$ cat config.mk
export PLATFORM = sky130hd
export DESIGN_NAME = seq_exec
export DESIGN_NICKNAME = d
export VERILOG_FILES = /design/src/common/seq_exec_pkg.sv /design/src/hdl/seq_exec.sv
export VERILOG_INCLUDE_DIRS = /design/src /design/src/common
export SDC_FILE = /design/constraint.sdc
export NUM_CORES = 1
export LEC_CHECK = 0
export BUFFER_PORTS_ARGS = -buffer_cell sky130_fd_sc_hd__buf_2
export CAP_MARGIN = 10
export CORE_ASPECT_RATIO = 0.8
export CORE_UTILIZATION = 30
export CTS_BUF_LIST = sky130_fd_sc_hd__clkbuf_4 sky130_fd_sc_hd__clkbuf_8 sky130_fd_sc_hd__clkbuf_16
export CTS_CLUSTER_DIAMETER = 80
export DETAILED_ROUTE_END_ITERATION = 8
export PLACE_DENSITY = 0.57
export SETUP_SLACK_MARGIN = 0.4
export SKIP_LAST_GASP = 1
export SYNTH_ARGS = -nofsm -noshare
export SYNTH_HDL_FRONTEND = slang
export SYNTH_SLANG_ARGS = --single-unit
$ cat constraint.sdc
create_clock -name mclk_i -period 5.7 [get_ports mclk_i]
set_clock_uncertainty 0.15 [all_clocks]
set_input_delay 0.57 -clock mclk_i [delete_from_list [all_inputs] [get_ports mclk_i]]
set_output_delay 0.57 -clock mclk_i [all_outputs]
set_load 0.1 [all_outputs]
$ cat src/common/seq_exec_consts.svh
// constants for the sequence execution semantics block
`ifndef SEQ_EXEC_CONSTS_SVH
`define SEQ_EXEC_CONSTS_SVH
`define ADDR_CTRL 4'h0
`define ADDR_STATUS 4'h1
`define ADDR_LATEST_STEP 4'h2
`define ADDR_FIRST_STEP 4'h3
`define ADDR_OUT_IMAGE 4'h4
`define ADDR_OPERAND 4'h5
`define ADDR_RESULT 4'h6
`define ADDR_COMMAND 4'h7
`define ADDR_POINT 4'h8
`define POINT_VAL_BIT 8
`define CTRL_RUN_BIT 0
`define CTRL_RESTORE_BIT 1
`define CTRL_HALT_ON_ERR_BIT 2
`define ST_LIVE_BIT 0
`define ST_STICKY_BIT 1
`define ST_RUN_BIT 2
`define ST_HALTED_BIT 3
`define ST_EXEC_BIT 4
`define ST_FIRST_SCAN_BIT 5
`define CMD_ERR_BIT 0
`define CMD_PREV_BIT 1
`define CMD_COND_BIT 2
`define CMD_CLASS_LSB 4
`define CMD_CLASS_MSB 6
`define CMD_GROUPS_LSB 8
`define CMD_GROUPS_MSB 9
`define CMD_STEP_LSB 16
`define CMD_STEP_MSB 31
`define CMD_SCAN_END_BIT 3
`define CTRL_RESET 3'h0
`define SIGN_MASK 16'h8000
`define GROUP_BITS 4
`endif

$ cat src/common/seq_exec_pkg.sv
// types for the sequence execution semantics block
package seq_exec_pkg;
  typedef enum logic [2:0] {
    COND_NONE = 3'h0,
    COND_HIGH = 3'h1,
    COND_RISE = 3'h2,
    COND_LOW = 3'h3,
    COND_FALL = 3'h4,
    COND_EDGE_SFX = 3'h5
  } exec_class_t;
  typedef enum logic [1:0] {
    ONE_GROUP_DIGIT = 2'h0,
    TWO_GROUP_DIGIT = 2'h1,
    THREE_GROUP_DIGIT = 2'h2,
    FOUR_GROUP_DIGIT = 2'h3
  } digit_groups_t;
  typedef enum {RUN_STOPPED, RUN_PRIMING, RUN_ACTIVE} run_state_t;
endpackage

$ cat src/hdl/seq_exec.sv
// sequence execution semantics: run/stop outputs, conditions, digit groups, error capture
//
// Added by the designer: the register offsets and the Wishbone register port.
`timescale 1ns/1ps
`include "seq_exec_consts.svh"
module seq_exec #(
  parameter int NUM_OUTPUTS = 16
) (
  input wire logic mclk_i,
  input wire logic rst_b_i,
  input wire logic wb_cyc_i,
  input wire logic wb_stb_i,
  input wire logic wb_we_i,
  input wire logic [5:2] wb_adr_i,
  input wire logic [3:0] wb_sel_i,
  input wire logic [31:0] wb_dat_i,
  output logic [31:0] wb_dat_o,
  output logic wb_ack_o,
  output logic [NUM_OUTPUTS-1:0] out_points_o,
  output logic exec_pulse_o,
  output logic sign_o,
  output seq_exec_pkg::run_state_t run_state_o
);
  import seq_exec_pkg::*;
  // point index width; only the low PIDX_W bits of the index are used, higher index bits are dropped
  localparam int PIDX_W = $clog2(NUM_OUTPUTS);

  logic [2:0] ctrl_reg;
  logic live_err_reg;
  logic sticky_err_reg;
  logic [15:0] latest_step_reg;
  logic [15:0] first_step_reg;
  logic [NUM_OUTPUTS-1:0] saved_image_reg;
  logic [NUM_OUTPUTS-1:0] work_image_reg;
  logic [15:0] operand_reg;
  logic [15:0] result_reg;
  logic [15:0] dest_reg;
  logic halted_reg;
  logic exec_reg;
  logic first_scan_reg;
  logic prev_run_reg;
  run_state_t state_reg;
  logic [31:0] rdata_next;
  logic bus_hit;
  logic wr_ctrl;
  logic wr_status;
  logic wr_first;
  logic wr_image;
  logic wr_operand;
  logic wr_cmd;
  logic wr_point;
  logic [PIDX_W-1:0] point_idx;
  logic point_val;
  logic result_on;
  logic [15:0] result_val;
  logic cmd_err;
  logic cmd_prev;
  logic cmd_cond;
  logic cmd_scan_end;
  exec_class_t cmd_class;
  digit_groups_t cmd_groups;
  logic [15:0] cmd_step;
  logic exec_now;
  logic run_req;
  logic running;
  logic [15:0] group_mask;
  logic [15:0] group_value;

  // bus decode; every access answers in one cycle
  assign bus_hit = wb_cyc_i && wb_stb_i && !wb_ack_o;
  assign wr_ctrl = bus_hit && wb_we_i && wb_sel_i[0] && (wb_adr_i == `ADDR_CTRL);
  assign wr_status = bus_hit && wb_we_i && wb_sel_i[0] && (wb_adr_i == `ADDR_STATUS);
  assign wr_first = bus_hit && wb_we_i && (wb_adr_i == `ADDR_FIRST_STEP);
  assign wr_image = bus_hit && wb_we_i && (wb_adr_i == `ADDR_OUT_IMAGE);
  assign wr_operand = bus_hit && wb_we_i && (wb_adr_i == `ADDR_OPERAND);
  assign wr_cmd = bus_hit && wb_we_i && (wb_adr_i == `ADDR_COMMAND);
  assign wr_point = bus_hit && wb_we_i && (wb_adr_i == `ADDR_POINT);

  // instruction command fields
  assign cmd_err = wb_dat_i[`CMD_ERR_BIT];
  assign cmd_prev = wb_dat_i[`CMD_PREV_BIT];
  assign cmd_cond = wb_dat_i[`CMD_COND_BIT];
  assign cmd_scan_end = wb_dat_i[`CMD_SCAN_END_BIT];
  assign cmd_class = exec_class_t'(wb_dat_i[`CMD_CLASS_MSB:`CMD_CLASS_LSB]);
  assign cmd_groups = digit_groups_t'(wb_dat_i[`CMD_GROUPS_MSB:`CMD_GROUPS_LSB]);
  assign cmd_step = wb_dat_i[`CMD_STEP_MSB:`CMD_STEP_LSB];
  assign run_req = ctrl_reg[`CTRL_RUN_BIT];
  assign running = (state_reg != RUN_STOPPED) && !halted_reg;

  // single-point write: index in the low bits, value in one bit
  assign point_idx = wb_dat_i[PIDX_W-1:0];
  assign point_val = wb_dat_i[`POINT_VAL_BIT];

  // execution condition decode
  always_comb begin
    unique case (cmd_class)
      COND_NONE: exec_now = 1'b1;
      COND_HIGH: exec_now = cmd_cond;
      COND_RISE: exec_now = cmd_cond && !cmd_prev;
      COND_LOW: exec_now = !cmd_cond;
      COND_FALL: exec_now = !cmd_cond && cmd_prev;
      COND_EDGE_SFX: exec_now = cmd_cond && !cmd_prev;
      default: exec_now = 1'b0;
    endcase
  end

  // digit groups: point 0 is bit 0, four points per group
  always_comb begin
    unique case (cmd_groups)
      ONE_GROUP_DIGIT: group_mask = 16'h000F;
      TWO_GROUP_DIGIT: group_mask = 16'h00FF;
      THREE_GROUP_DIGIT: group_mask = 16'h0FFF;
      FOUR_GROUP_DIGIT: group_mask = 16'hFFFF;
    endcase
    group_value = operand_reg & group_mask;
  end

  // unconditional class runs every scan, but its result is off without the condition
  assign result_on = exec_now && ((cmd_class != COND_NONE) || cmd_cond);
  assign result_val = result_on ? group_value : 16'h0000;

  // run/stop sequencing with image save and restore
  always_ff @(posedge mclk_i or negedge rst_b_i) begin
    if (!rst_b_i) begin
      state_reg <= RUN_STOPPED;
      prev_run_reg <= 1'b0;
      first_scan_reg <= 1'b0;
    end else begin
      prev_run_reg <= run_req;
      unique case (state_reg)
        RUN_STOPPED: if (run_req && !prev_run_reg) begin
          state_reg <= RUN_PRIMING;
          first_scan_reg <= 1'b1;
        end
        RUN_PRIMING: state_reg <= RUN_ACTIVE; // outputs settle before any scan
        RUN_ACTIVE: begin
          if (!run_req) state_reg <= RUN_STOPPED;
          if (wr_cmd && cmd_scan_end) first_scan_reg <= 1'b0;
        end
      endcase
    end
  end

  // saved image: captured when leaving run, loadable by software only while stopped
  always_ff @(posedge mclk_i or negedge rst_b_i) begin
    if (!rst_b_i) begin
      saved_image_reg <= '0;
    end else if (state_reg == RUN_ACTIVE && !run_req) begin
      saved_image_reg <= work_image_reg;
    end else if (wr_image && state_reg == RUN_STOPPED) begin
      saved_image_reg <= wb_dat_i[NUM_OUTPUTS-1:0];
    end
  end

  // working output image the program updates
  always_ff @(posedge mclk_i or negedge rst_b_i) begin
    if (!rst_b_i) begin
      work_image_reg <= '0;
    end else if (state_reg == RUN_PRIMING) begin
      if (ctrl_reg[`CTRL_RESTORE_BIT]) work_image_reg <= saved_image_reg;
      else work_image_reg <= '0;
    end else if (wr_image && running) begin
      work_image_reg <= wb_dat_i[NUM_OUTPUTS-1:0]; // whole image from software
    end else if (wr_point && running) begin
      work_image_reg[point_idx] <= point_val;
    end
  end

  // output pins: off when stopped, held clear through a cleared first scan
  always_ff @(posedge mclk_i or negedge rst_b_i) begin
    if (!rst_b_i) begin
      out_points_o <= '0;
    end else if (!running) begin
      out_points_o <= '0;
    end else if (state_reg == RUN_PRIMING) begin
      // work image is still stale here, so drive the saved one directly
      if (ctrl_reg[`CTRL_RESTORE_BIT]) out_points_o <= saved_image_reg;
      else out_points_o <= '0;
    end else if (first_scan_reg && !ctrl_reg[`CTRL_RESTORE_BIT]) begin
      out_points_o <= '0;
    end else begin
      out_points_o <= work_image_reg;
    end
  end

  // grouped data path: source extract and masked destination merge
  always_ff @(posedge mclk_i or negedge rst_b_i) begin
    if (!rst_b_i) begin
      result_reg <= '0;
      dest_reg <= '0;
      sign_o <= 1'b0;
      exec_pulse_o <= 1'b0;
      exec_reg <= 1'b0;
    end else begin
      exec_pulse_o <= wr_cmd && running && exec_now;
      if (wr_cmd) exec_reg <= running && exec_now; // blocked commands read as not run
      if (wr_cmd && running) begin
        result_reg <= result_val;
        sign_o <= result_on && (cmd_groups == FOUR_GROUP_DIGIT)
          && ((result_val & `SIGN_MASK) != 16'h0000);
        if (exec_now) dest_reg <= (dest_reg & ~group_mask) | result_val;
      end
    end
  end

  // operand register: no range check, bits above 15 dropped silently
  always_ff @(posedge mclk_i or negedge rst_b_i) begin
    if (!rst_b_i) operand_reg <= '0;
    else if (wr_operand) operand_reg <= wb_dat_i[15:0];
  end

  // control register
  always_ff @(posedge mclk_i or negedge rst_b_i) begin
    if (!rst_b_i) ctrl_reg <= `CTRL_RESET;
    else if (wr_ctrl) ctrl_reg <= wb_dat_i[2:0];
  end

  // error flags; a new error beats a software clear in the same cycle
  always_ff @(posedge mclk_i or negedge rst_b_i) begin
    if (!rst_b_i) begin
      live_err_reg <= 1'b0;
      sticky_err_reg <= 1'b0;
      halted_reg <= 1'b0;
    end else begin
      if (wr_cmd && running && exec_now) live_err_reg <= cmd_err;
      if (wr_cmd && running && exec_now && cmd_err) sticky_err_reg <= 1'b1;
      else if (wr_status && !wb_dat_i[`ST_STICKY_BIT]) sticky_err_reg <= 1'b0;
      if (wr_cmd && running && exec_now && cmd_err && ctrl_reg[`CTRL_HALT_ON_ERR_BIT])
        halted_reg <= 1'b1;
      else if (state_reg == RUN_STOPPED) halted_reg <= 1'b0;
    end
  end

  // error step capture
  always_ff @(posedge mclk_i or negedge rst_b_i) begin
    if (!rst_b_i) begin
      latest_step_reg <= '0;
      first_step_reg <= '0;
    end else begin
      if (wr_cmd && running && exec_now && cmd_err) latest_step_reg <= cmd_step;
      if (wr_cmd && running && exec_now && cmd_err && !sticky_err_reg)
        first_step_reg <= cmd_step;
      else if (wr_first && !sticky_err_reg) first_step_reg <= wb_dat_i[15:0];
    end
  end

  // read mux
  always_comb begin
    rdata_next = 32'h0000_0000;
    unique case (wb_adr_i)
      `ADDR_CTRL: rdata_next[2:0] = ctrl_reg;
      `ADDR_STATUS: begin
        rdata_next[`ST_LIVE_BIT] = live_err_reg;
        rdata_next[`ST_STICKY_BIT] = sticky_err_reg;
        rdata_next[`ST_RUN_BIT] = running;
        rdata_next[`ST_HALTED_BIT] = halted_reg;
        rdata_next[`ST_EXEC_BIT] = exec_reg;
        rdata_next[`ST_FIRST_SCAN_BIT] = first_scan_reg;
      end
      `ADDR_LATEST_STEP: rdata_next[15:0] = latest_step_reg;
      `ADDR_FIRST_STEP: rdata_next[15:0] = first_step_reg;
      `ADDR_OUT_IMAGE: rdata_next[NUM_OUTPUTS-1:0] = saved_image_reg;
      `ADDR_OPERAND: rdata_next[15:0] = operand_reg;
      `ADDR_RESULT: rdata_next = {16'h0000, result_reg};
      `ADDR_COMMAND: rdata_next[15:0] = dest_reg;
      default: rdata_next = 32'h0000_0000; // unmapped reads as zero
    endcase
  end

  // ack one cycle after the request, dropped the next cycle
  always_ff @(posedge mclk_i or negedge rst_b_i) begin
    if (!rst_b_i) begin
      wb_ack_o <= 1'b0;
      wb_dat_o <= '0;
    end else begin
      wb_ack_o <= bus_hit;
      if (bus_hit && !wb_we_i) wb_dat_o <= rdata_next;
    end
  end

  assign run_state_o = state_reg;

  // four-group source keeps its sign bit
  sign_keep_a: assert property (@(posedge mclk_i) disable iff (!rst_b_i)
    (wr_cmd && running && result_on && cmd_groups == FOUR_GROUP_DIGIT
     && ((operand_reg & `SIGN_MASK) != 16'h0000)) |=> sign_o) else $error("sign lost");
  first_hold_a: assert property (@(posedge mclk_i) disable iff (!rst_b_i)
    ($past(sticky_err_reg) && sticky_err_reg && !$past(wr_first))
    |-> $stable(first_step_reg)) else $error("first step moved");
  stop_off_a: assert property (@(posedge mclk_i) disable iff (!rst_b_i)
    (state_reg == RUN_STOPPED) |=> (out_points_o == '0)) else $error("outputs on");
  latest_cap_a: assert property (@(posedge mclk_i) disable iff (!rst_b_i)
    (wr_cmd && running && exec_now && cmd_err) |=> (latest_step_reg == $past(cmd_step)))
    else $error("latest step");
  rise_once_a: assert property (@(posedge mclk_i) disable iff (!rst_b_i)
    (wr_cmd && cmd_class == COND_RISE && cmd_prev) |=> !exec_pulse_o)
    else $error("rise repeat");
  fall_once_a: assert property (@(posedge mclk_i) disable iff (!rst_b_i)
    (wr_cmd && cmd_class == COND_FALL && !cmd_prev) |=> !exec_pulse_o)
    else $error("fall repeat");
  save_img_a: assert property (@(posedge mclk_i) disable iff (!rst_b_i)
    (state_reg == RUN_ACTIVE && !run_req) |=> (saved_image_reg == $past(work_image_reg)))
    else $error("image not saved");
  clear_first_a: assert property (@(posedge mclk_i) disable iff (!rst_b_i)
    (first_scan_reg && !ctrl_reg[`CTRL_RESTORE_BIT]) |=> (out_points_o == '0))
    else $error("clear scan");
  live_clr_a: assert property (@(posedge mclk_i) disable iff (!rst_b_i)
    (wr_cmd && running && exec_now && !cmd_err) |=> !live_err_reg)
    else $error("live not cleared");

  // execution classes: the pulse runs or skips as the class decides, and an unconditional result is off without the condition
  none_exec_a: assert property (@(posedge mclk_i) disable iff (!rst_b_i)
    (wr_cmd && running && cmd_class == COND_NONE) |=> exec_pulse_o)
    else $error("unconditional skipped");
  result_off_a: assert property (@(posedge mclk_i) disable iff (!rst_b_i)
    (wr_cmd && running && cmd_class == COND_NONE && !cmd_cond) |=> (result_reg == 16'h0000))
    else $error("result not off");
  high_skip_a: assert property (@(posedge mclk_i) disable iff (!rst_b_i)
    (wr_cmd && cmd_class == COND_HIGH && !cmd_cond) |=> !exec_pulse_o)
    else $error("high level ran");
  rise_exec_a: assert property (@(posedge mclk_i) disable iff (!rst_b_i)
    (wr_cmd && running && cmd_class == COND_RISE && cmd_cond && !cmd_prev) |=> exec_pulse_o)
    else $error("rise missed");
  low_skip_a: assert property (@(posedge mclk_i) disable iff (!rst_b_i)
    (wr_cmd && cmd_class == COND_LOW && cmd_cond) |=> !exec_pulse_o)
    else $error("low level ran");
  fall_exec_a: assert property (@(posedge mclk_i) disable iff (!rst_b_i)
    (wr_cmd && running && cmd_class == COND_FALL && !cmd_cond && cmd_prev) |=> exec_pulse_o)
    else $error("fall missed");
  suffix_once_a: assert property (@(posedge mclk_i) disable iff (!rst_b_i)
    (wr_cmd && cmd_class == COND_EDGE_SFX && cmd_prev) |=> !exec_pulse_o)
    else $error("suffix repeat");

  // outputs, image and error capture
  point_one_a: assert property (@(posedge mclk_i) disable iff (!rst_b_i)
    (wr_point && running && state_reg == RUN_ACTIVE)
    |=> ($countones(work_image_reg ^ $past(work_image_reg)) <= 1)) else $error("several points");
  restore_out_a: assert property (@(posedge mclk_i) disable iff (!rst_b_i)
    (state_reg == RUN_PRIMING && ctrl_reg[`CTRL_RESTORE_BIT] && !halted_reg)
    |=> (out_points_o == $past(saved_image_reg))) else $error("image not restored");
  dest_keep_a: assert property (@(posedge mclk_i) disable iff (!rst_b_i)
    (wr_cmd && running && exec_now) |=> ((dest_reg & ~$past(group_mask))
    == ($past(dest_reg) & ~$past(group_mask)))) else $error("uncovered point written");
  live_set_a: assert property (@(posedge mclk_i) disable iff (!rst_b_i)
    (wr_cmd && running && exec_now && cmd_err) |=> live_err_reg)
    else $error("live not set");
  sticky_set_a: assert property (@(posedge mclk_i) disable iff (!rst_b_i)
    (wr_cmd && running && exec_now && cmd_err) |=> sticky_err_reg)
    else $error("sticky not set");
  first_cap_a: assert property (@(posedge mclk_i) disable iff (!rst_b_i)
    (wr_cmd && running && exec_now && cmd_err && !sticky_err_reg)
    |=> (first_step_reg == $past(cmd_step))) else $error("first step missed");
  halt_stop_a: assert property (@(posedge mclk_i) disable iff (!rst_b_i)
    (halted_reg && wr_cmd) |=> !exec_pulse_o)
    else $error("ran while halted");
  stop_idle_a: assert property (@(posedge mclk_i) disable iff (!rst_b_i)
    (!running) |=> !exec_pulse_o)
    else $error("ran while stopped");
endmodule

Word-level counts from Yosys, hierarchy flattened
Index checks and enable logic that the tools add are counted.

Input port bits: 45. Bits in registers: 188.

Reduce and logical (&&, ||, !) cells: 61. $lt $le $gt $ge: 2. Bitwise gates (word level): 4. Muxes and demuxes: 30. Eq/ne operators: 23.

Operator list (count): 16-bit two-way mux (12); 32-bit one-hot mux with 3 select lines (1); 32-bit by 2-bit == test with 1-bit output (second input constant) (2); 32-bit zero test (2); 32-bit two-way mux (2); 16-bit one-hot mux with 4 select lines (1); 10-bit one-hot mux with 6 select lines (1); 1-bit logical AND (34); 16-bit AND (2); 32-bit by 1-bit == test with 1-bit output (second input constant) (1); 32-bit by 3-bit == test with 1-bit output (second input constant) (1); 32-bit nonzero test (1); 3-bit one-hot mux with 8 select lines (1); 3-bit one-hot mux with 7 select lines (1); 16-bit bitwise mux (1); 4-bit by 3-bit == test with 1-bit output (second input constant) (4); 16-bit inverter (1); 16-bit OR (1); 2-bit nonzero test (5); 1-bit zero test (9); 4-bit by 2-bit == test with 1-bit output (second input constant) (2); 1-bit two-way mux (7); 3-bit by 2-bit == test with 1-bit output (second input constant) (2); 3-bit == test (second input constant) (2); 19 further kinds (24).

Logic depth before layout (Yosys ltp)
Gate-level depths: netlist of the first run.

Word-level depth: 9. Depth in mapped cells: 9.

Least setup slack after synthesis of the first run
No wires, ideal clock.

Path type: reg-to-reg. From: reg state_reg[1], in the netlist run_state_o[1]. To: reg work_image_reg[8]. Arrival: 2.850 ns. Path slack: 2.575 ns. Path buffers: 2. Cell stages (with the launch flop): 9. Library setup time: 0.125 ns. Period minus slack after synthesis: 3.125 ns. Cell sequence: dfrtp_1 -> inv_1 -> ha_1 -> or2_2 -> clkbuf_1 -> buf_2 -> nor4_1 -> a21oi_1 -> mux2_2.

Cells in the longest elaborated chain, start to end: 5. Elaborated cells on any way between the ends: 8. Those cells by class: eq/ne: 1; mux: 2; reduce/logical: 5.

Ends and longest elaborated chain: start: declaration (RTL line seq_exec.sv:42) `run_state_t state_reg;`; start signal: assignment (RTL line seq_exec.sv:125) `state_reg <= RUN_STOPPED;`; start signal: assignment (RTL line seq_exec.sv:132) `state_reg <= RUN_PRIMING;`; start signal: assignment (RTL line seq_exec.sv:135) `RUN_PRIMING: state_reg <= RUN_ACTIVE;`; 32-bit nonzero test (RTL line seq_exec.sv:88) `assign running = (state_reg != RUN_STOPPED) && !halted_reg;`; 1-bit logical AND (RTL line seq_exec.sv:88); 1-bit logical AND (RTL line seq_exec.sv:162) `end else if (wr_image && running) begin`; 16-bit two-way mux (RTL line seq_exec.sv:162); 16-bit two-way mux (RTL line seq_exec.sv:159) `end else if (state_reg == RUN_PRIMING) begin`; end signal: assignment (RTL line seq_exec.sv:160) `` if (ctrl_reg[`CTRL_RESTORE_BIT]) work_image_reg <= saved_image_reg; ``; end signal: assignment (RTL line seq_exec.sv:163) `work_image_reg <= wb_dat_i[NUM_OUTPUTS-1:0];`; end signal: indexed assignment (RTL line seq_exec.sv:165) `work_image_reg[point_idx] <= point_val;`; end: declaration (RTL line seq_exec.sv:34) `logic [NUM_OUTPUTS-1:0] work_image_reg;`.

Parallel ways exist; a longest one is shown, timed or not. A chain may end at the register's enable or synchronous reset.

Worst setup path after layout of the first run
From: in wb_adr_i[4] in the netlist's numbering. To: reg latest_step_reg[9].

Cells in the longest elaborated chain, start to end: 5.

Ends and longest elaborated chain: start: declaration (RTL line seq_exec.sv:14) `input wire logic [5:2] wb_adr_i,`; 4-bit by 3-bit == test with 1-bit output; 1-bit logical AND (RTL line seq_exec.sv:76) `` assign wr_cmd = bus_hit && wb_we_i && (wb_adr_i == `ADDR_COMMAND); ``; 1-bit logical AND (3 in series) (RTL line seq_exec.sv:240) `if (wr_cmd && running && exec_now && cmd_err) latest_step_reg <= cmd_step;`; end signal: assignment (RTL line seq_exec.sv:240); end: declaration (RTL line seq_exec.sv:31) `logic [15:0] latest_step_reg;`.

No other way between the ends.

==> results of run 1 <==
## cell type report
cell class              instances  area share
flip-flops and latches        158       0.430
inverters                      13     0.00530
well taps                     357      0.0486
clock buffers                  23      0.0539
repair buffers                 87      0.0507
clock inverters                 9      0.0107
multi-input cells             561       0.401
## where the power goes
part / total (uW) / switching (uW) / leakage, uW / internal (uW)
logic: 843 / 625 / 0.00183 / 218
registers: 1370 / 131 / 0.00215 / 1240
clock network: 1150 / 484 / 0.000292 / 664
## through the flow
stage	instances	power, uW	setup WS, ps	hold WS (ps)
after floorplan	830	2010	2580	124
after global placement	1175	2210	1720	306
after detailed placement	1175	2230	1690	312
after CTS	1208	3380	2130	221
after global routing	1208	3510	1980	230
final	1208	3360	2120	235
## logic make-up (layout without fill, tap and decap cells)
family          count (synthesis)  count (layout)  share of synthesized area
mux                            74              74                     0.0989
other cells                     1              46                   0.000465
flops                         158             158                      0.490
buf+inv                       111             132                     0.0761
compound gates                218             218                      0.192
simple gates                  220             220                      0.137
fa+ha+maj                       3               3                    0.00466
## cell usage in the layout, fill, tap and decap left out, types with 6 or more instances in the layout
cell type / netlist / routed
sky130_fd_sc_hd__dfrtp_1: 158 / 158
sky130_fd_sc_hd__conb_1: 1 / 46
sky130_fd_sc_hd__nand3_1: 22 / 22
sky130_fd_sc_hd__nand2_1: 81 / 81
sky130_fd_sc_hd__a22o_1: 37 / 37
sky130_fd_sc_hd__nor2_1: 44 / 44
sky130_fd_sc_hd__mux2_2: 45 / 45
sky130_fd_sc_hd__a221o_1: 9 / 9
sky130_fd_sc_hd__o31ai_1: 6 / 6
sky130_fd_sc_hd__clkbuf_16: 0 / 17
sky130_fd_sc_hd__a21oi_1: 37 / 37
sky130_fd_sc_hd__a22oi_1: 45 / 45
sky130_fd_sc_hd__inv_1: 13 / 13
sky130_fd_sc_hd__nand2b_1: 13 / 13
sky130_fd_sc_hd__buf_4: 47 / 8
sky130_fd_sc_hd__nor3_1: 12 / 11
sky130_fd_sc_hd__buf_2: 15 / 77
sky130_fd_sc_hd__o21ai_0: 42 / 42
sky130_fd_sc_hd__mux2i_1: 29 / 29
sky130_fd_sc_hd__nor2b_1: 9 / 8
## what timing repair did
item	4_1_cts	5_1_grt
gates resized for setup	0	0
hold buffers	1	0
setup buffers	0	0
endpoints found under the hold margin	40	0
## metal layers
metal	wire, um	track usage	share of wire
met1	11400	0.273	0.48
met2	10400	0.258	0.43
met3	1990	0.0468	0.083
met4	201	0.0426	0.0083
met5	0	0	0
## worst max path at each step
stage,startpoint,to,slack [ps]
3_5_place_dp,wb_adr_i[4],latest_step_reg[9],1690
4_1_cts,wb_adr_i[4],latest_step_reg[9],2130
6_report,wb_adr_i[4],latest_step_reg[9],2120
2_1_floorplan,run_state_o[1],work_image_reg[8],2580
3_3_place_gp,wb_adr_i[4],latest_step_reg[12],1720
5_1_grt,wb_adr_i[4],latest_step_reg[3],1980
## worst reg2reg max path: stages (launching register included)
cell	delay (ps)
sky130_fd_sc_hd__dfrtp_1	390
sky130_fd_sc_hd__inv_1	80
sky130_fd_sc_hd__ha_1	270
sky130_fd_sc_hd__nor2_1	300
sky130_fd_sc_hd__and3_1	560
sky130_fd_sc_hd__o21ai_1	510
sky130_fd_sc_hd__nor2_2	200
sky130_fd_sc_hd__buf_4	300
sky130_fd_sc_hd__mux2_2	390
==> results.txt, run 1 <==
----------------------------------------------------
[CTS]
  Clock tree root driver cell ... sky130_fd_sc_hd__clkbuf_16
  Clock-pin slew on the worst setup and hold paths ... roughly 70 ps
  Clock network latency to the later pin of the worst-skew pair ... approximately 440 ps
  Clock buffer depth ... 2
  TritonCTS Buffers ... 17
  # H-tree levels ... 4
  TritonCTS clock tree ... done
  TritonCTS Sinks ... about 160

[Logic synthesis]
  Ranking of synthesized cells by area ... sky130_fd_sc_hd__dfrtp_1 49%, sky130_fd_sc_hd__mux2_2 6.3%, sky130_fd_sc_hd__buf_4 4.4%, sky130_fd_sc_hd__a22oi_1 4.2%, sky130_fd_sc_hd__a22o_1 4.0%
  Library cell with the highest instance count after synthesis ... sky130_fd_sc_hd__dfrtp_1
  Mapped Avg Cell Area ... 10.3 um2
  Flop and latch count out of synthesis ... 158
  Leading area contributor after synthesis ... sky130_fd_sc_hd__dfrtp_1
  Count of flip-flops with a built-in enable after synthesis ... 0
  Number of warnings issued by yosys ... 0
  Total standard cell area after synthesis ... slightly above 0.008 mm2
  Most instantiated cells after synthesis ... 158 x sky130_fd_sc_hd__dfrtp_1, 81 x sky130_fd_sc_hd__nand2_1, 47 x sky130_fd_sc_hd__buf_4
  Async set-reset flop share out of synthesis ... 1.00
  Number of instances in the synthesized netlist ... 785
  Post-synth top area share ... 0.490
  Number of distinct library cell variants in the gate-level netlist after synthesis ... 62
  Commonest register cell after synthesis ... sky130_fd_sc_hd__dfrtp_1
  Sequential area share after synthesis ... 0.490

[Critical path]
  Total buffers and inverters traversed by the critical path ... 2
  Cell Chain, Critical Path ... buf_2 > and4b_1 > and3_1 > o21ai_1 > nor2_2 > buf_4 > mux2_2
  Critical-path top delay cell ... sky130_fd_sc_hd__and4b_1
  Type of element launching the critical path ... input port
  Worst endpoint data arrival time ... roughly 3800 ps
  Flop2flop setup slack ... about 2500 ps
  Worst reg-to-reg path cell count ... 8
  Critical register-to-register path startpoint ... run_state_o[0]
  Worst R2R End ... latest_step_reg[9]
  Crit path max-delay family ... simple AND/OR/NAND/NOR gates
  Critical path data required time ... between 5000 and 6000 ps
  Maximum single-stage delay on the critical path ... 760 ps
  Crit Path Class ... in -> reg
  Worst path depth ... 7
  Largest fanout of any net on the critical path ... 27
  Kind of capture point of the worst setup path ... flip-flop

[Floorplanning]
  Die Area ... 0.0275 mm2
  Die boundary height ... 149 um
  Number of top-level pins ... 128
  Row cnt ... 53
  Floorplan core area ... around 0.026 mm2
  Die Wd ... 185 um
  Initial core utilization ... 0.306

[Cells and area]
  Share of final-layout standard cells stronger than drive strength 1 ... 0.210
  Final core utilization ... 0.349
  Total number of nets in the final design ... 886
  Post-route cell area ... about 0.0092 mm2
  Multi-input logic area ... 0.00369 mm2
  Count of fill cells added during filler insertion ... 2,679
  Area grow syn2layout ... 14.1%
  Antenna Cells ... 0
  Register area ... 0.00395 mm2

[Timing]
  Max-Slew Margin vs Limit ... 0.256
  Max Clock Freq ... 0.279 GHz
  Worst-Margin Slew ... 1110 ps
  Final setup violation count ... 0
  Fin. max-slew vios ... 0
  Final period demand of the worst path ... approximately 3600 ps
  Tcrit/Tclk final ... 0.629
  Setup repair after global routing missed its margin ... no
  Fin. Hold Viols ... 0
  Aggregate negative setup slack ... 0 ps

[Run status]
  Result of the run ... finished clean

[Global route]
  Wire length of the first global-routing pass ... 37.5 mm
  Leftover overflow at the end of global routing ... 0
  Maximum number of pins on one net before global-route repair ... 68
  Initial antenna violation count ... 0
  Via count of the first global-routing pass ... 6,163
  Overall Global Routing Usage ... 0.182

[Job]
  Max-Cap Viols ... 0

[Power and ir drop]
  Pwr/cell area ... 365 mW/mm2
  Max rail drop VDD ... 214 uV
  Leakage Power ... 0.00428 uW

[Drt]
  Ratio of routed vias to standard cells ... 5.29
  Remaining DRCs ... 0
  Sum of routed wire length over all layers ... 24.1 mm
  Via count ... 6,395
  Routed length per instance ... 19.9 um
  1st-iter DRT viols ... 688
  Count of antenna-violating nets left after detailed routing ... 0
  Pre-Repair DR Iteration Count ... 5

[Place]
  Dpl cell area ... roughly 0.0086 mm2
  Final weighted congestion in routability-driven placement ... 0.864
  Half-perimeter wire length of the detailed placement result ... 16.8 mm
  Port Buffer Count ... 78

[Hold path]
  Destination of the worst hold path ... wb_ack_o
  Beginning of the worst hold path ... wb_stb_i
  Type of the most critical hold path ... in -> reg
  Hold Path Depth ... 3

----------------------------------------------------
Note: power is estimated with default switching activity, not from simulation.
==> inputs of run 2 (changes only) <==
Settings changed: PLACE_DENSITY 0.57 to 0.58.
Clock period 5.7 ns to 2.9 ns, I/O delays scaled along.
==> results.txt, run 2 (synthesized netlist as in run 1, its figures left out) <==
----------------------------------------------------
[Timing]
  Hold_ws ... 30.1 ps (was 235 ps)
  Final setup violation count ... 0 (unchanged)
  Tcrit/Tclk final ... 0.800
  Worst-Margin Slew ... 1130 ps (was 1110 ps)
  Final period demand of the worst path ... 2320 ps
  Setup repair after global routing missed its margin ... no (unchanged)
  Max Clock Freq ... 0.431 GHz
  Aggregate negative setup slack ... 0 ps (unchanged)
  Min setup slack post-route ... 581 ps (was 2120 ps)
  Fin. max-slew vios ... 0 (unchanged)
  Max-Slew Margin vs Limit ... 0.242 (was 0.256)
  Fin. Hold Viols ... 0 (unchanged)

[Critical path]
  Largest fanout of any net on the critical path ... 14 (was 27)
  Worst reg-to-reg path cell count ... 7 (was 8)
  Crit Path Class ... reg -> reg (was in -> reg)
  Kind of capture point of the worst setup path ... flip-flop (unchanged)
  Critical register-to-register path startpoint ... wb_ack_o (was run_state_o[0])
  Worst endpoint data arrival time ... 2550 ps (was 3750 ps)
  Flop2flop setup slack ... 580 ps (was 2450 ps)
  Critical path data required time ... 3130 ps (was 5870 ps)
  Worst R2R End ... first_step_reg[7] (was latest_step_reg[9])
  Type of element launching the critical path ... flip-flop (was input port)

[Hold path]
  Hold Path Depth ... 2 (was 3)
  Type of the most critical hold path ... in -> reg (unchanged)
  Destination of the worst hold path ... latest_step_reg[0] (was wb_ack_o)
  Beginning of the worst hold path ... wb_dat_i[16] (was wb_stb_i)

[Floorplanning]
  Floorplan core area ... 0.0263 mm2 (unchanged)
  Die boundary height ... 149 um (unchanged)
  Initial core utilization ... 0.306 (unchanged)
  Die Wd ... 185 um (unchanged)
  Die Area ... 0.0275 mm2 (unchanged)
  Row cnt ... 53 (unchanged)
  Number of top-level pins ... 128 (unchanged)

[Power and ir drop]
  Pwr/cell area ... 706 mW/mm2 (was 365 mW/mm2)
  Switching component of the power ... 2540 uW (was 1240 uW)
  Max rail drop VDD ... 435 uV (was 214 uV)
  Switching share of power ... 0.369 (about the same)
  Leakage Power ... 0.00452 uW (was 0.00428 uW)
  Clk pwr share ... 0.351 (was 0.342)
  Cell internal pwr ... 4340 uW (was 2120 uW)
  Share of power burned in combinational logic ... 0.255 (was 0.251)
  Part of the total power dissipated in sequential elements ... 0.393 (was 0.407)

[CTS]
  TritonCTS clock tree ... done (unchanged)
  Clock network latency to the later pin of the worst-skew pair ... 440 ps (about the same)
  Clock buffer depth ... 2 (unchanged)
  TritonCTS Buffers ... 17 (unchanged)
  TritonCTS Sinks ... 158 (unchanged)
  Clock-pin slew on the worst setup and hold paths ... 70 ps (about the same)
  Clock tree root driver cell ... sky130_fd_sc_hd__clkbuf_16 (unchanged)
  # H-tree levels ... 4 (unchanged)

[Drt]
  Routed length per instance ... 19.8 um (was 19.9 um)
  Ratio of routed vias to standard cells ... 5.22 (was 5.29)
  Pre-Repair DR Iteration Count ... 5 (unchanged)
  Metal1 wirelength ... 12.1 mm (was 11.4 mm)
  Count of antenna-violating nets left after detailed routing ... 0 (unchanged)
  Remaining DRCs ... 0 (unchanged)
  Met2 Wirelength ... 10.4 mm (about the same)
  Met3 WL ... 1.91 mm (was 1.99 mm)
  1st-iter DRT viols ... 683 (was 688)
  Sum of routed wire length over all layers ... 24.9 mm (was 24.1 mm)
  Via count ... 6,571 (was 6,395)
  Top metal layer carrying routed signals ... met4 (unchanged)

[Place]
  Setup slack after placement ... 375 ps (was 1690 ps)
  Port Buffer Count ... 78 (unchanged)
  Half-perimeter wire length of the detailed placement result ... 17.5 mm (was 16.8 mm)
  Cells after DPL ... 1,201 (was 1,175)
  Final weighted congestion in routability-driven placement ... 0.878 (was 0.864)

[Cells and area]
  Share of final-layout standard cells stronger than drive strength 1 ... 0.248 (was 0.210)
  Register area ... 0.00397 mm2 (was 0.00395 mm2)
  Count of fill cells added during filler insertion ... 2,725 (was 2,679)
  Commonest non-fill, non-tap cell in the layout ... sky130_fd_sc_hd__dfrtp_1 (unchanged)
  Area grow syn2layout ... 20.8% (was 14.1%)
  Final Non-Filler Cells ... 1,258 (was 1,208)
  Most frequent cells in the layout ... 155 x sky130_fd_sc_hd__dfrtp_1, 79 x sky130_fd_sc_hd__nand2_1, 77 x sky130_fd_sc_hd__buf_2 (was 158 x sky130_fd_sc_hd__dfrtp_1, 81 x sky130_fd_sc_hd__nand2_1, 77 x sky130_fd_sc_hd__buf_2)
  Total number of nets in the final design ... 934 (was 886)
  Multi-input logic area ... 0.00376 mm2 (was 0.00369 mm2)

[Job]
  Max-Cap Viols ... 0 (unchanged)

[Global route]
  Overall Global Routing Usage ... 0.187 (was 0.182)
  Initial antenna violation count ... 2 (was 0)
  Wire length of the first global-routing pass ... 38.0 mm (was 37.5 mm)
  Via count of the first global-routing pass ... 6,168 (was 6,163)
  Leftover overflow at the end of global routing ... 0 (unchanged)
  Maximum number of pins on one net before global-route repair ... 75 (was 68)

[Run status]
  Result of the run ... finished clean (unchanged)

----------------------------------------------------
## run 2: cell types whose count changed in the layout (fill, tap and decap cells not counted), moves of 3 or more
cell,previous run,this run
sky130_fd_sc_hd__clkinv_4,4,0
sky130_fd_sc_hd__dlygate4sd3_1,1,18
sky130_fd_sc_hd__buf_4,8,36
sky130_fd_sc_hd__dfrtp_1,158,155
sky130_fd_sc_hd__clkbuf_8,4,1
sky130_fd_sc_hd__inv_6,3,6
sky130_fd_sc_hd__dfrtp_4,0,3
sky130_fd_sc_hd__nor2_4,0,3
## run 2: power by group through the flow
stage / Sequential (uW) / Combinational (uW) / Clock, uW
2_1_floorplan: 2840 / 1150 / 0
3_3_place_gp: 2720 / 1680 / 0
3_5_place_dp: 2730 / 1700 / 0
4_1_cts: 2690 / 1730 / 2450
5_1_grt: 2730 / 1900 / 2560
6_report: 2700 / 1750 / 2420
## run 2: repair_timing
| action | in CTS | in global routing |
|---|---|---|
| gates resized for setup | 2 | 8 |
| setup endpoints to repair | 4 | 43 |
| setup buffers | 0 | 5 |
| endpoints found under the hold margin | 98 | 0 |
| pin swaps | 1 | 2 |
| hold buffers | 18 | 0 |
## run 2: layout make-up
class	instances	share of cell area
timing repair buffer	135	0.0922
multi-input combinational	561	0.386
clock inverter	14	0.0184
clock buffer	18	0.0451
inverter	13	0.00501
tap	357	0.0459
antenna	2	0.000514
sequential	158	0.407
## run 2: how the worst max path moves through the flow
stage | startpoint | endpoint | slack [ps]
floorplan | wb_ack_o | first_step_reg[8] | 330
global placement | wb_adr_i[3] | work_image_reg[14] | 390
detailed placement | wb_dat_i[2] | dest_reg[8] | 380
CTS | run_state_o[0] | work_image_reg[3] | 400
global route | run_state_o[1] | first_step_reg[11] | 440
finish | wb_ack_o | first_step_reg[7] | 580
## run 2: worst max-delay path: stages, from the launching register on
cell and delay, ps:
sky130_fd_sc_hd__dfrtp_4 490, sky130_fd_sc_hd__and4b_2 420, sky130_fd_sc_hd__and3_1 220, sky130_fd_sc_hd__buf_4 210
sky130_fd_sc_hd__o2111ai_2 180, sky130_fd_sc_hd__buf_6 210, sky130_fd_sc_hd__nand2b_1 170, sky130_fd_sc_hd__o221a_2 210
## run 2: layer usage
metal  vias up  track usage
met4         0       0.0632
met5         -            0
met2       253        0.254
met1      3285        0.285
li1       2999            -
met3        34       0.0426
## run 2: through the flow
stage / utilization / total power [uW] / instance area (um2)
after global routing: 0.370 / 7190 / 9740
after floorplan: - / 3990 / 8300
after global placement: 0.337 / 4400 / 8870
after CTS: 0.367 / 6870 / 9670
after detailed placement: 0.337 / 4430 / 8870
final: 0.370 / 6870 / 9740
